## config.mk

```make
export PLATFORM = sky130hd
export DESIGN_NAME = bsi_tap
export DESIGN_NICKNAME = d
export VERILOG_FILES = /design/src/rtl/bsi_pin_sync.v /design/src/rtl/bsi_tap.v
export VERILOG_INCLUDE_DIRS = /design/src /design/src/inc
export SDC_FILE = /design/constraint.sdc
export NUM_CORES = 1
export LEC_CHECK = 0
export BUFFER_PORTS_ARGS = -buffer_cell sky130_fd_sc_hd__buf_2
export CAP_MARGIN = 30
export CELL_PAD_IN_SITES_DETAIL_PLACEMENT = 0
export CELL_PAD_IN_SITES_GLOBAL_PLACEMENT = 1
export CORE_UTILIZATION = 41
export CTS_CLUSTER_SIZE = 10
export DETAILED_ROUTE_END_ITERATION = 8
export PLACE_DENSITY_LB_ADDON = 0.1
export SLEW_MARGIN = 20
export SYNTH_ARGS = -nofsm -noshare
export SYNTH_HDL_FRONTEND = slang
export SYNTH_SLANG_ARGS = --single-unit
```

## constraint.sdc

```tcl
create_clock -name mclk -period 3.6 [get_ports mclk]
set_clock_uncertainty 0.2 [all_clocks]
set_input_delay 0.72 -clock mclk [delete_from_list [all_inputs] [get_ports mclk]]
set_output_delay 0.72 -clock mclk [all_outputs]
set_load 0.03 [all_outputs]
```

## src/inc/bsi_map.vh

```
`ifndef BSI_MAP_VH
`define BSI_MAP_VH
// instruction codes
`define BSI_OP_EXT_TEST 8'h00
`define BSI_OP_IDENT 8'h21
`define BSI_OP_SAMPLE 8'h05
`define BSI_OP_CLAMP 8'h07
`define BSI_OP_HIGHZ 8'h03
`define BSI_OP_BYPASS 8'hff
// register sizes, capture pattern and tms reset hold count
`define BSI_IR_W 8
`define BSI_ID_W 32
`define BSI_BSR_W 113
`define BSI_IR_CAPT 2'h1
`define BSI_RESET_HOLD 3'h5
// identification word, arbitrary value
`define BSI_ID_VALUE 32'h1234_5679
`endif

```

## src/rtl/bsi_pin_sync.v

```verilog
`timescale 1ns/10ps
module bsi_pin_sync (
   mclk,
   resetn,
   pin_in,
   pin_out
);
   input wire mclk;
   input wire resetn;
   input wire [3:0] pin_in;
   output reg [3:0] pin_out;
   reg [3:0] meta_r;
   // two stages against metastability of the test pins
   always @(posedge mclk or negedge resetn) begin
      if (!resetn) begin
         meta_r <= 4'h0;
         pin_out <= 4'h0;
      end else begin
         meta_r <= pin_in;
         pin_out <= meta_r;
      end
   end
endmodule

```

## src/rtl/bsi_tap.v

```verilog
`timescale 1ns/10ps
// Behaviour
// - instruction register is eight bits; only listed codes implemented
// - state machine and serial access follow the standard scan convention
// - in shift-ir the instruction register sits between tdi and tdo
// - shifted instruction takes effect only at update-ir
// - ext-test 00 captures io ring, selects boundary register
// - ext-test at update-ir enables drivers with preloaded values
// - ident 21 captures 32-bit id code, shifts out in shift-dr
// - ident loaded at power-up and in test-logic-reset
// - sample 05 captures input and bidirectional balls, selects boundary
// - shift-dr after capture shifts the boundary register out
// - clamp 07 selects bypass, outputs driven from boundary register
// - high-z 03 floats all outputs and selects bypass
// - bypass ff selects the single-bit bypass register
// - test logic never disturbs normal memory operation
// - capture-ir loads binary 01 into the two low ir bits
// - inputs sampled on tck rise, tdo updated on tck fall
// - five tms-high rising edges reach test-logic-reset
// - boundary register 113 bits, msb at tdi, lsb at tdo
`include "bsi_map.vh"
module bsi_tap (
   mclk,
   resetn,
   tck,
   tms,
   tdi,
   trst_pin,
   ring_in,
   core_out,
   core_oe,
   tdo_o,
   tdo_oe,
   ball_out,
   ball_oe,
   test_mode,
   instr
);
   input wire mclk;
   input wire resetn;
   input wire tck;
   input wire tms;
   input wire tdi;
   input wire trst_pin;
   input wire [112:0] ring_in;
   input wire [112:0] core_out;
   input wire [112:0] core_oe;
   output reg tdo_o;
   output reg tdo_oe;
   output reg [112:0] ball_out;
   output reg [112:0] ball_oe;
   output reg test_mode;
   output reg [7:0] instr;

   localparam [15:0] S_TLR = 16'h0001;
   localparam [15:0] S_RTI = 16'h0002;
   localparam [15:0] S_SDR = 16'h0004;
   localparam [15:0] S_CDR = 16'h0008;
   localparam [15:0] S_SHDR = 16'h0010;
   localparam [15:0] S_E1DR = 16'h0020;
   localparam [15:0] S_PDR = 16'h0040;
   localparam [15:0] S_E2DR = 16'h0080;
   localparam [15:0] S_UDR = 16'h0100;
   localparam [15:0] S_SIR = 16'h0200;
   localparam [15:0] S_CIR = 16'h0400;
   localparam [15:0] S_SHIR = 16'h0800;
   localparam [15:0] S_E1IR = 16'h1000;
   localparam [15:0] S_PIR = 16'h2000;
   localparam [15:0] S_E2IR = 16'h4000;
   localparam [15:0] S_UIR = 16'h8000;

   localparam [1:0] SEL_BYP = 2'h0;
   localparam [1:0] SEL_ID = 2'h1;
   localparam [1:0] SEL_BSR = 2'h2;

   function [1:0] dr_sel;
      input [7:0] op;
      begin
         case (op)
            `BSI_OP_EXT_TEST: dr_sel = SEL_BSR;
            `BSI_OP_SAMPLE: dr_sel = SEL_BSR;
            `BSI_OP_IDENT: dr_sel = SEL_ID;
            default: dr_sel = SEL_BYP;
         endcase
      end
   endfunction

   ////////////////////////////////////////////////////////////////////
   wire [3:0] sync_w;
   wire tck_s;
   wire tms_s;
   wire tdi_s;
   wire trst_s;
   bsi_pin_sync u_sync (
      .mclk(mclk),
      .resetn(resetn),
      .pin_in({trst_pin, tdi, tms, tck}),
      .pin_out(sync_w)
   );
   assign tck_s = sync_w[0];
   assign tms_s = sync_w[1];
   assign tdi_s = sync_w[2];
   assign trst_s = sync_w[3];

   reg tck_d_r;
   reg [1:0] warm_r;
   wire armed;
   wire rise;
   wire fall;
   // edges only trusted once the synchroniser has filled after reset,
   // so a test clock parked high does not fake a rise
   assign armed = (warm_r == 2'h3);
   assign rise = armed & tck_s & ~tck_d_r;
   assign fall = armed & ~tck_s & tck_d_r;

   reg [15:0] st_r;
   reg [15:0] st_nxt;
   reg [7:0] ir_sh_r;
   reg [`BSI_ID_W-1:0] id_sh_r;
   reg [`BSI_BSR_W-1:0] bsr_sh_r;
   reg [`BSI_BSR_W-1:0] bsr_up_r;
   reg byp_r;
   reg [2:0] tms_cnt_r;
   wire [1:0] sel;
   assign sel = dr_sel(instr);
   wire to_tlr;
   // forced or normal path into reset
   assign to_tlr = (tms_s && tms_cnt_r == `BSI_RESET_HOLD - 3'h1) ||
      (st_nxt == S_TLR);

   ////////////////////////////////////////////////////////////////////
   // standard tap transitions
   always @* begin
      case (st_r)
         S_TLR: st_nxt = tms_s ? S_TLR : S_RTI;
         S_RTI: st_nxt = tms_s ? S_SDR : S_RTI;
         S_SDR: st_nxt = tms_s ? S_SIR : S_CDR;
         S_CDR: st_nxt = tms_s ? S_E1DR : S_SHDR;
         S_SHDR: st_nxt = tms_s ? S_E1DR : S_SHDR;
         S_E1DR: st_nxt = tms_s ? S_UDR : S_PDR;
         S_PDR: st_nxt = tms_s ? S_E2DR : S_PDR;
         S_E2DR: st_nxt = tms_s ? S_UDR : S_SHDR;
         S_UDR: st_nxt = tms_s ? S_SDR : S_RTI;
         S_SIR: st_nxt = tms_s ? S_TLR : S_CIR;
         S_CIR: st_nxt = tms_s ? S_E1IR : S_SHIR;
         S_SHIR: st_nxt = tms_s ? S_E1IR : S_SHIR;
         S_E1IR: st_nxt = tms_s ? S_UIR : S_PIR;
         S_PIR: st_nxt = tms_s ? S_E2IR : S_PIR;
         S_E2IR: st_nxt = tms_s ? S_UIR : S_SHIR;
         S_UIR: st_nxt = tms_s ? S_SDR : S_RTI;
         default: st_nxt = S_TLR;
      endcase
   end

   ////////////////////////////////////////////////////////////////////
   // power-up state and ident load
   always @(posedge mclk or negedge resetn) begin
      if (!resetn) begin
         tck_d_r <= 1'b0;
         warm_r <= 2'h0;
         st_r <= S_TLR;
         tms_cnt_r <= 3'h0;
         instr <= `BSI_OP_IDENT;
         ir_sh_r <= 8'h00;
         id_sh_r <= 32'h0000_0000;
         bsr_sh_r <= {`BSI_BSR_W{1'b0}};
         bsr_up_r <= {`BSI_BSR_W{1'b0}};
         byp_r <= 1'b0;
      end else begin
         tck_d_r <= tck_s;
         if (!armed) begin
            warm_r <= warm_r + 2'h1;
         end
         // optional reset pin also returns the tap to idle test logic
         if (trst_s) begin
            st_r <= S_TLR;
            instr <= `BSI_OP_IDENT;
            tms_cnt_r <= 3'h0;
         end else if (rise) begin
            if (to_tlr) begin
               st_r <= S_TLR;
            end else begin
               st_r <= st_nxt;
            end
            if (tms_s && tms_cnt_r != `BSI_RESET_HOLD) begin
               tms_cnt_r <= tms_cnt_r + 3'h1;
            end else if (!tms_s) begin
               tms_cnt_r <= 3'h0;
            end
            // ident loaded on reset entry
            // test logic goes inactive at once, not one tck later
            if (to_tlr) begin
               instr <= `BSI_OP_IDENT;
            end
            if (st_r == S_CIR) begin
               ir_sh_r <= {6'h00, `BSI_IR_CAPT};
            end
            if (st_r == S_SHIR) begin
               ir_sh_r <= {tdi_s, ir_sh_r[7:1]};
            end
            if (st_r == S_UIR && !to_tlr) begin
               instr <= ir_sh_r;
            end
            if (st_r == S_CDR) begin
               id_sh_r <= `BSI_ID_VALUE;
               if (sel == SEL_BSR) begin
                  bsr_sh_r <= ring_in;
               end
               byp_r <= 1'b0;
            end
            if (st_r == S_SHDR) begin
               // msb from tdi, lsb to tdo
               case (sel)
                  SEL_BSR: bsr_sh_r <= {tdi_s, bsr_sh_r[112:1]};
                  SEL_ID: id_sh_r <= {tdi_s, id_sh_r[31:1]};
                  default: byp_r <= tdi_s;
               endcase
            end
            // preload reaches the update stage here
            if (st_r == S_UDR && sel == SEL_BSR) begin
               bsr_up_r <= bsr_sh_r;
            end
         end
      end
   end

   ////////////////////////////////////////////////////////////////////
   // tdo changes on the falling edge
   always @(posedge mclk or negedge resetn) begin
      if (!resetn) begin
         tdo_o <= 1'b0;
         tdo_oe <= 1'b0;
      end else if (fall) begin
         tdo_oe <= (st_r == S_SHIR) || (st_r == S_SHDR);
         if (st_r == S_SHIR) begin
            tdo_o <= ir_sh_r[0];
         end else begin
            case (sel)
               SEL_BSR: tdo_o <= bsr_sh_r[0];
               SEL_ID: tdo_o <= id_sh_r[0];
               default: tdo_o <= byp_r;
            endcase
         end
      end
   end

   ////////////////////////////////////////////////////////////////////
   // ball drive; test modes follow the applied instruction only
   always @(posedge mclk or negedge resetn) begin
      if (!resetn) begin
         ball_out <= {`BSI_BSR_W{1'b0}};
         ball_oe <= {`BSI_BSR_W{1'b0}};
         test_mode <= 1'b0;
      end else begin
         case (instr)
            `BSI_OP_EXT_TEST, `BSI_OP_CLAMP: begin
               ball_out <= bsr_up_r;
               ball_oe <= {`BSI_BSR_W{1'b1}};
               test_mode <= 1'b1;
            end
            `BSI_OP_HIGHZ: begin
               ball_out <= core_out;
               ball_oe <= {`BSI_BSR_W{1'b0}};
               test_mode <= 1'b1;
            end
            default: begin
               ball_out <= core_out;
               ball_oe <= core_oe;
               test_mode <= 1'b0;
            end
         endcase
      end
   end
endmodule

```

After elaboration in Yosys (flattened, before gate mapping) --
Index checks and enable logic that the tools add are counted.
Word-level totals: register bits after elaboration 534, output and inout bits 237, bits in latches 0, memory bits (writable) 0, ROM bits 0, memories 0
Cells by class: reductions and logical operators 23, $add $sub $neg 2, muxes and demuxes 42, divide/modulo/power cells 0, magnitude comparators 0, $mul 0, bitwise logic cells 7, equality and inequality tests 27, shift-type cells 0
Operators with widths (count):
- 2-to-1 mux 113 bit | 5
- case mux 113 bit (2 select lines) | 1
- case mux 16 bit (12 select lines) | 1
- 2-to-1 mux 32 bit | 3
- 2-to-1 mux 16 bit | 5
- 2-to-1 mux 8 bit | 7
- equality test 16 x 1 -> 1 bit (second input constant) | 2
- 2-to-1 mux 9 bit | 2
- equality test 16 x 10 -> 1 bit (second input constant) | 1
- equality test 16 x 11 -> 1 bit (second input constant) | 1
- equality test 16 x 12 -> 1 bit (second input constant) | 1
- equality test 16 x 13 -> 1 bit (second input constant) | 1
- equality test 16 x 14 -> 1 bit (second input constant) | 1
- equality test 16 x 15 -> 1 bit (second input constant) | 1
- equality test 16 bit (second input constant) | 1
- equality test 16 x 2 -> 1 bit (second input constant) | 1
- equality test 16 x 3 -> 1 bit (second input constant) | 1
- equality test 16 x 4 -> 1 bit (second input constant) | 1
- equality test 16 x 5 -> 1 bit (second input constant) | 1
- equality test 16 x 6 -> 1 bit (second input constant) | 1
- equality test 16 x 7 -> 1 bit (second input constant) | 1
- equality test 16 x 8 -> 1 bit (second input constant) | 1
- equality test 16 x 9 -> 1 bit (second input constant) | 1
- equality test 8 x 3 -> 1 bit (second input constant) | 2
- other kinds (31) | 58

Logic depth before layout (Yosys ltp) --
Gate-level depths: netlist of the first run.
depth after elaboration 10, depth in mapped cells 11, gate-level depth less buffers 11

Cells and area by module --
Synthesis of the first run repeated with hierarchy kept, for this count alone.
Second synthesis, totals: cell total of the unflattened synthesis 1583, area, all modules 20653.6 µm²
Modules (own cells, without submodules):
- bsi_tap | sequential area each 13166.4 µm², area an instance 20453.4 µm², instances 1, cells an instance 1575
- bsi_pin_sync | sequential area each 200.2 µm², area an instance 200.2 µm², instances 1, cells an instance 8

Worst setup path before layout of the first run --
Ideal clock, no wire load.
kind reg-to-reg, start register instr[3], end register id_sh_r[16], setup time 66 ps, buffers on the path 2, stages on the path, launching flop included 11, slack 677 ps, arrival time 2657 ps, period minus slack after synthesis 2923 ps, data required time 3334 ps, cell sequence dfrtp_1 -> nor4_1 -> nand2b_1 -> nor3_1 -> inv_1 -> ha_1 -> and3_1 -> buf_2 -> a21oi_1 -> clkbuf_1 -> a22o_1
Between the ends: word-level cells in the longest chain between the ends 6, elaborated cells between the ends (all ways) 8
Ends and longest elaborated chain:
- start: declaration | line bsi_tap.v:53 | output reg [7:0] instr;
- start signal: assignment | line bsi_tap.v:163 | instr <= `BSI_OP_IDENT;
- start signal: assignment | line bsi_tap.v:177 | instr <= `BSI_OP_IDENT;
- start signal: assignment | line bsi_tap.v:193 | instr <= `BSI_OP_IDENT;
- equality test 8 x 3 -> 1 bit or zero test 8 bit (tied branches) | line bsi_tap.v:79 | case (op)
- OR reduction 2 bit (no line)
- case mux 2 bit (2 select lines) * | line bsi_tap.v:79
- equality test 2 x 1 -> 1 bit * | line bsi_tap.v:213 | case (sel)
- 2-to-1 mux 32 bit * | line bsi_tap.v:213
- 2-to-1 mux 32 bit * | line bsi_tap.v:211 | if (st_r == S_SHDR) begin
- end signal: assignment | line bsi_tap.v:205 | id_sh_r <= `BSI_ID_VALUE;
- end signal: assignment | line bsi_tap.v:215 | SEL_ID: id_sh_r <= {tdi_s, id_sh_r[31:1]};
- end: declaration | line bsi_tap.v:119 | reg [`BSI_ID_W-1:0] id_sh_r;
Every way passes the cells marked *; elsewhere a longest branch is shown, timed or not. A chain may end at the register's enable or synchronous reset.

Worst setup path in the final report of the first run --
start register instr[3], end register bsr_up_r[47]
Between the ends: word-level cells in the longest chain between the ends 6, elaborated cells between the ends (all ways) 8
Ends and longest elaborated chain:
- equality test 8 x 3 -> 1 bit or zero test 8 bit (tied branches) | line bsi_tap.v:79
- OR reduction 2 bit (no line)
- case mux 2 bit (2 select lines) * | line bsi_tap.v:79
- equality test 2 bit * | line bsi_tap.v:220 | if (st_r == S_UDR && sel == SEL_BSR) begin
- logical AND 1 bit * | line bsi_tap.v:220
- AND reduction 3 bit (no line) *
- end signal: assignment | line bsi_tap.v:167 | bsr_up_r <= {`BSI_BSR_W{1'b0}};
- end signal: assignment | line bsi_tap.v:221 | bsr_up_r <= bsr_sh_r;
- end: declaration | line bsi_tap.v:121 | reg [`BSI_BSR_W-1:0] bsr_up_r;
Marks and branches as above.

==> impl_metrics.yaml, run 1 <==
status:
  run_status: "complete, no violations"
timing:
  worst-slew-pin-transition_ns: 0.868
  final_period_minus_worst_setup_slack_ns: 3.02
  timing.slew.headroom_pct: 41.9
  final-setup-viol-count: 0
  max_freq_mhz: 331
  hold_violations: 0
  finalCritPeriodShare_pct: 83.9
  postLayoutSetupSlackWorst_ns: 0.579
  rsz_0062_raised_after_global_routing: "false"
  setup_tns_ns: 0
  timing.final.max_slew_violations: 0
drt:
  routed_wire_length_mm: 63.0
  via_per_inst: 5.21
  via_count: 14973
  drt_iter0_markers: 855
  avgRoutedWirePerCell_um: 21.9
  drt_pass1_iterations: 5
  postRouteAntennaNets: 0
  drc: 0
clock_tree:
  max-clock-path-buffers: 3
  clk_transition_reported_paths_ns: 0.06
  cts_tree: "built"
  cts_inserted_buffers: 60
  number_of_setup_buffers_added_after_cts: 0
  cts_sinks: 534
  htree_num_levels: 2
  clk-insertion-delay-late_ns: 0.62
  root_buffer_cell: "sky130_fd_sc_hd__clkbuf_16"
synth:
  synth-main-ff-cell: "sky130_fd_sc_hd__dfrtp_1"
  synth_cell_types: 54
  number_of_flops_mapped_to_enable_cells_by_yosys: 0
  synth.yosys.seq_area_share_pct: 64.5
  synthTopCellsByArea: "sky130_fd_sc_hd__dfrtp_1 (64%), sky130_fd_sc_hd__mux2_2 (11%), sky130_fd_sc_hd__a21o_1 (4.2%)"
  post_synth.cell_area_avg_um2: 12.9
  synth_area_um2: 20700
  synth_area_leader_cell: "sky130_fd_sc_hd__dfrtp_1"
  share_of_the_synthesized_area_in_the_top_cell_type_pct: 64.1
  synthesis.instances: 1607
  synth_nets: 1958
  asyncSetResetFlopFracSynth_pct: 100
  postSynthRegisterBits: 534
  yosys_warnings: 0
global_routing:
  globalRouteTotalUtil_pct: 24.1
  grt_start_max_net_pins: 114
  grt_overflow: 0
  grt_pass1_wl_mm: 94.0
  antenna_found_initial: 24
  via_count_of_the_first_global_routing_pass: 15082
placement:
  dp_worst_setup_slack_ns: 0.581
  hpwl_mm: 44.2
  place_congestion: 0.803
  place.port_buffers: 581
floorplanning:
  row_count: 82
  die_x_um: 227
  start_util_pct: 41.5
  floorplan.die.height_um: 227
  die-area_um2: 51400
  core_um2: 50000
  ios: 582
critical_path:
  critPathLaunchType: "flop"
  timing.critical_path.cells: "nor4_1 -> nand2b_1 -> nor3_1 -> ha_1 -> nand4b_1 -> nor2_4 -> buf_12 -> mux2_2"
  worst_path_largest_cell_delay_ns: 0.41
  reg2reg_slack_ns: 0.58
  r2r-end: "bsr_up_r[47]$_DFFE_PN0P_"
  regToRegStartpoint: "instr[3]$_DFFE_PN0P_"
  critPathSlowestCell: "sky130_fd_sc_hd__nor4_1"
  cp_top_family: "simple AND/OR/NAND/NOR gates"
  critical_path_endpoint_category: "flop"
  cp.buffers_inverters: 1
  cp.arrival_ns: 3.31
  critPathRequiredTime_ns: 3.89
  critical_path_fanouts_max: 67
  setup.worst_path.class: "flop to flop"
  count_of_cells_along_the_worst_register_to_register_path: 8
power_and_ir_drop:
  power_density_nw_per_um2: 477
  internal_portion_of_total_power_uw: 9540
  power.ir.vdd_worst_mv: 0.339
  switching_power_uw: 2970
  power.leakage_uw: 0.0126
  clkPwrFrac_pct: 42.6
  power.total_uw: 12500
  power_switching_share_pct: 23.7
  seq_pwr_share_pct: 49.5
  pwr-share-comb_pct: 7.9
run:
  drv_cap: 0
hold_path:
  min_delay_worst_endpoint: "ball_oe[5]$_DFF_PN0_"
  worstHoldStart: "core_oe[5]"
  hold_path_class: "input port to flop"
  worstHoldPathCells: 2
finish:
  finish.utilization_pct: 52.4
  drive_gt1_share_pct: 41.7
  finish.net_count: 2525
  area_growth_pct: 26.5
## Yosys cell counts (14+ instances only)
| library cell | instances |
|---|---|
| sky130_fd_sc_hd__clkbuf_1 | 77 |
| sky130_fd_sc_hd__buf_2 | 32 |
| sky130_fd_sc_hd__a21oi_1 | 135 |
| sky130_fd_sc_hd__o22ai_1 | 116 |
| sky130_fd_sc_hd__dfrtp_1 | 531 |
| sky130_fd_sc_hd__mux2_1 | 22 |
| sky130_fd_sc_hd__a22o_1 | 18 |
| sky130_fd_sc_hd__nand3_1 | 15 |
| sky130_fd_sc_hd__nand2_1 | 43 |
| sky130_fd_sc_hd__a21o_1 | 116 |
| sky130_fd_sc_hd__o22a_1 | 14 |
| sky130_fd_sc_hd__mux2_2 | 205 |
| sky130_fd_sc_hd__nor2_1 | 136 |
## layer usage
| layer | up-vias | track usage [%] | wire, um |
|---|---|---|---|
| li1 | 6877 | - | - |
| met1 | 7498 | 32.5 | 27000 |
| met2 | 459 | 38.4 | 30200 |
| met3 | 113 | 5.91 | 4380 |
| met4 | 26 | 7.43 | 1280 |
| met5 | - | 0 | 158 |
## kinds of logic after synthesis
family,synth area share (%)
buffers and inverters,2.89
and+or+nand+nor,5.99
adders and majority gates,0.362
xor gates and xnor gates,0.381
muxes,12.3
DFF,64.5
AOI/OAI and AO/OA,13.5
## worst max-delay path by stage
| stage | slack [ns] | depth (start not counted) | start | end |
|---|---|---|---|---|
| 2_1_floorplan | 0.68 | 10 | instr[3]$_DFFE_PN0P_ | id_sh_r[16]$_DFFE_PN0P_ |
| 3_3_place_gp | 0.60 | 8 | instr[3]$_DFFE_PN0P_ | bsr_up_r[50]$_DFFE_PN0P_ |
| 3_5_place_dp | 0.58 | 8 | instr[3]$_DFFE_PN0P_ | bsr_up_r[60]$_DFFE_PN0P_ |
| 4_1_cts | 0.57 | 8 | instr[3]$_DFFE_PN0P_ | bsr_up_r[47]$_DFFE_PN0P_ |
| 5_1_grt | 0.29 | 6 | st_r[5]$_DFFE_PN0P_ | instr[3]$_DFFE_PN0P_ |
| 6_report | 0.58 | 8 | instr[3]$_DFFE_PN0P_ | bsr_up_r[47]$_DFFE_PN0P_ |
## state kept, by name, indices dropped and copies added (netlist names)
name,count
bsr_up_r,113
tms_cnt_r,3
ball_oe,113
st_r,16
byp_r,1
tdo_o,1
u_sync.meta_r,4
bsr_sh_r,113
id_sh_r,32
u_sync.pin_out,4
warm_r,2
ball_out,113
instr,8
tdo_oe,1
tck_d_r,1
test_mode,1
ir_sh_r,8
## cell usage in the layout, fill, tap and decap left out, types with 16 or more instances in the layout
cell type / Yosys / layout
sky130_fd_sc_hd__buf_2: 32 / 580
sky130_fd_sc_hd__dfrtp_1: 531 / 531
sky130_fd_sc_hd__mux2_2: 205 / 205
sky130_fd_sc_hd__nor2_1: 136 / 134
sky130_fd_sc_hd__a21oi_1: 135 / 134
sky130_fd_sc_hd__a21o_1: 116 / 116
sky130_fd_sc_hd__o22ai_1: 116 / 116
sky130_fd_sc_hd__clkbuf_16: 0 / 61
sky130_fd_sc_hd__nand2_1: 43 / 41
sky130_fd_sc_hd__buf_4: 8 / 30
sky130_fd_sc_hd__mux2_1: 22 / 22
sky130_fd_sc_hd__a22o_1: 18 / 18
sky130_fd_sc_hd__buf_12: 0 / 16
## power by group through the flow
| stage | sequential [uW] | clock [uW] | combinational, uW |
|---|---|---|---|
| global placement | 6290 | 0 | 994 |
| finish | 6190 | 5330 | 992 |
| floorplan | 6570 | 0 | 178 |
| CTS | 6190 | 5480 | 1010 |
| global route | 6200 | 5700 | 1070 |
| detailed placement | 6290 | 0 | 1000 |
## repair_timing
item	CTS	global route
hold buffers	5	0
gates resized for setup	0	0
hold endpoints to repair	45	0
setup endpoints to repair	0	0
## metrics by stage
step / std cells / instance area (um^2) / hold WS [ns]
floorplan: 1607 / 20700 / 0.131
global placement: 2779 / 24500 / 0.133
detailed placement: 2779 / 24500 / 0.137
CTS: 2859 / 26200 / 0.0610
global route: 2865 / 26200 / 0.0763
finish: 2873 / 26200 / 0.0997
## final cells by class
class / instances / area (um^2)
Inverter: 10 / 37.5
Clock buffer: 72 / 1590
Tap cell: 672 / 841
Antenna cell: 14 / 35.0
Multi-Input combinational cell: 936 / 6800
Fill cell: 4463 / 23800
Sequential cell: 534 / 13400
Timing Repair Buffer: 632 / 3510
Clock inverter: 3 / 22.5
(Power assumes the default switching activity.)
==> run 2: changes to the inputs <==
Clock period 3.6 ns to 2.9 ns, I/O delays scaled along.
==> run 2 against run 1 <==
- non-clock buffer count increased by 241
- global-route usage increased by 0.91 points
- largest power group unchanged
- sequential power increased by 24%
- wire length increased by 4.5%
- clock power increased by 26%
==> impl_metrics.yaml, run 2 (same netlist as run 1, synthesis figures left out) <==
timing:
  hold_violations: 0
  worst-slew-pin-transition_ns: 0.814
  rsz_0062_raised_after_global_routing: "false"
  max_freq_mhz: 361
  hold-worst-slack_ns: 0.0476
  timing.final.max_slew_violations: 0
  finalCritPeriodShare_pct: 95.6
  timing.slew.headroom_pct: 45.5
  final_period_minus_worst_setup_slack_ns: 2.77
  final-setup-viol-count: 0
status:
  run_status: "complete, no violations"
clock_tree:
  htree_num_levels: 2
  max-clock-path-buffers: 3
  cts_tree: "built"
  cts_inserted_buffers: 60
  clk_transition_reported_paths_ns: 0.06
  clk-insertion-delay-late_ns: 0.63
  root_buffer_cell: "sky130_fd_sc_hd__clkbuf_16"
  cts_sinks: 534
critical_path:
  count_of_cells_along_the_worst_register_to_register_path: 8
  r2r-end: "st_r[11]$_DFFE_PN0P_"
  cp.buffers_inverters: 2
  setup.worst_path.class: "flop to flop"
  critical_path_endpoint_category: "flop"
  cp.arrival_ns: 3.05
  critical_path_fanouts_max: 19
  timing.critical_path.cells: "nor4_4 -> buf_4 -> and4_4 -> a311o_1 -> or4_1 -> buf_12 -> nand3_1 -> o21ai_1"
  critPathRequiredTime_ns: 3.18
  worst_path_largest_cell_delay_ns: 0.56
  critPathSlowestCell: "sky130_fd_sc_hd__or4_1"
  cp_top_family: "simple AND/OR/NAND/NOR gates"
  regToRegStartpoint: "st_r[6]$_DFFE_PN0P_"
  critPathLaunchType: "flop"
  reg2reg_slack_ns: 0.13
floorplanning:
  row_count: 82
  floorplan.die.height_um: 227
  die-area_um2: 51400
  core_um2: 50000
  die_x_um: 227
  start_util_pct: 41.5
  ios: 582
global_routing:
  grt_start_max_net_pins: 78
  grt_pass1_wl_mm: 97.8
  grt_overflow: 0
  globalRouteTotalUtil_pct: 25.1
  antenna_found_initial: 28
  via_count_of_the_first_global_routing_pass: 16177
placement:
  place_congestion: 0.831
  hpwl_mm: 45.4
  placed_cells: 2791
  place.port_buffers: 581
drt:
  via_per_inst: 5.09
  drt_iter0_markers: 820
  routed_wire_length_mm: 65.8
  postRouteAntennaNets: 0
  avgRoutedWirePerCell_um: 21.1
  drc: 0
  via_count: 15902
  drt_pass1_iterations: 5
hold_path:
  worstHoldPathCells: 3
  min_delay_worst_endpoint: "bsr_sh_r[99]$_DFFE_PN0P_"
  worstHoldStart: "ring_in[99]"
  hold_path_class: "input port to flop"
power_and_ir_drop:
  power.leakage_uw: 0.0137
  seq_pwr_share_pct: 48.3
  power_density_nw_per_um2: 553
  power.ir.vdd_worst_mv: 0.443
  pwr-share-comb_pct: 9.4
  internal_portion_of_total_power_uw: 12100
  power_switching_share_pct: 23.8
  power.total_uw: 15900
  clkPwrFrac_pct: 42.3
  switching_power_uw: 3780
run:
  drv_cap: 0
finish:
  fillers: 4176
  layout.cells.most_common: "sky130_fd_sc_hd__buf_2"
  post_layout_nonfiller_instances: 3122
  area_growth_pct: 38.9
  drive_gt1_share_pct: 38.4
  finish.net_count: 2766
  commonest_cells_after_routing_fill_and_taps_aside: "sky130_fd_sc_hd__buf_2 (580), sky130_fd_sc_hd__dfrtp_1 (531), sky130_fd_sc_hd__dlygate4sd3_1 (229)"
==> run 2: cell types whose count changed in the layout (fill, tap and decap cells not counted), moves of 2 or more <==
cell	before	now
sky130_fd_sc_hd__buf_12	16	24
sky130_fd_sc_hd__buf_4	30	39
sky130_fd_sc_hd__clkbuf_1	9	13
sky130_fd_sc_hd__diode_2	14	18
sky130_fd_sc_hd__dlygate4sd3_1	5	229
sky130_fd_sc_hd__inv_6	2	0
sky130_fd_sc_hd__nor4_4	3	5
==> run 2: worst register-to-register path, cell delays in order, from the launching register on <==
cell	delay (ns)
sky130_fd_sc_hd__dfrtp_1	0.53
sky130_fd_sc_hd__nor4_4	0.08
sky130_fd_sc_hd__buf_4	0.17
sky130_fd_sc_hd__and4_4	0.23
sky130_fd_sc_hd__a311o_1	0.33
sky130_fd_sc_hd__or4_1	0.56
sky130_fd_sc_hd__buf_12	0.19
sky130_fd_sc_hd__nand3_1	0.25
sky130_fd_sc_hd__o21ai_1	0.12
==> run 2: worst max path at each step <==
stage	to	slack [ns]	startpoint	cells after the start
3_3_place_gp	bsr_up_r[70]$_DFFE_PN0P_	-0.07	instr[3]$_DFFE_PN0P_	9
4_1_cts	bsr_up_r[76]$_DFFE_PN0P_	0.05	instr[3]$_DFFE_PN0P_	9
5_1_grt	st_r[4]$_DFFE_PN0P_	0.003	st_r[6]$_DFFE_PN0P_	8
3_5_place_dp	bsr_up_r[73]$_DFFE_PN0P_	-0.07	instr[3]$_DFFE_PN0P_	9
6_report	st_r[11]$_DFFE_PN0P_	0.13	st_r[6]$_DFFE_PN0P_	8
2_1_floorplan	bsr_up_r[72]$_DFFE_PN0P_	0.07	instr[3]$_DFFE_PN0P_	9
==> run 2: layer usage <==
metal	up-vias	global-route usage [%]	routed length, um	share of wire, %
met1	7891	32.7	27300	41
met3	122	5.65	4140	6.3
li1	7367	-	-	-
met4	16	9.57	2040	3.1
met5	-	0	103	0.16
met2	506	40.6	32200	49
==> run 2: final cells by class <==
type | count | area, um^2 | share of cell area [%]
Inverter | 10 | 37.5 | 0.130
Timing Repair Buffer | 873 | 5980 | 20.8
Sequential cell | 534 | 13400 | 46.5
Tap cell | 672 | 841 | 2.92
Clock inverter | 4 | 81.3 | 0.283
Multi-Input combinational cell | 936 | 6830 | 23.7
Clock buffer | 75 | 1590 | 5.52
Antenna cell | 18 | 45.0 | 0.157
==> run 2: repair_timing <==
action,CTS,global route
setup endpoints to repair,71,120
buffers inserted,0,5
hold buffers,228,1
gates resized for setup,1,3
endpoints found under the hold margin,277,1
pin swaps,0,3
==> run 2: through the flow <==
step | setup TNS [ns] | cell area [um^2] | utilization, % | setup WS, ns
final | 0 | 28800 | 57.6 | 0.128
after global placement | -2.84 | 24700 | 49.4 | -0.0693
after CTS | 0 | 28700 | 57.4 | 0.0526
after detailed placement | -2.19 | 24700 | 49.4 | -0.0658
after global routing | 0 | 28800 | 57.6 | 0.00279
after floorplan | 0 | 20700 | - | 0.0663
==> run 2: power by group through the flow <==
| stage | registers (uW) | clock network (uW) | logic (uW) |
|---|---|---|---|
| global placement | 7810 | 0 | 1250 |
| floorplan | 8150 | 0 | 221 |
| global route | 7700 | 7210 | 1610 |
| CTS | 7690 | 6940 | 1510 |
| finish | 7690 | 6740 | 1500 |
| detailed placement | 7820 | 0 | 1250 |
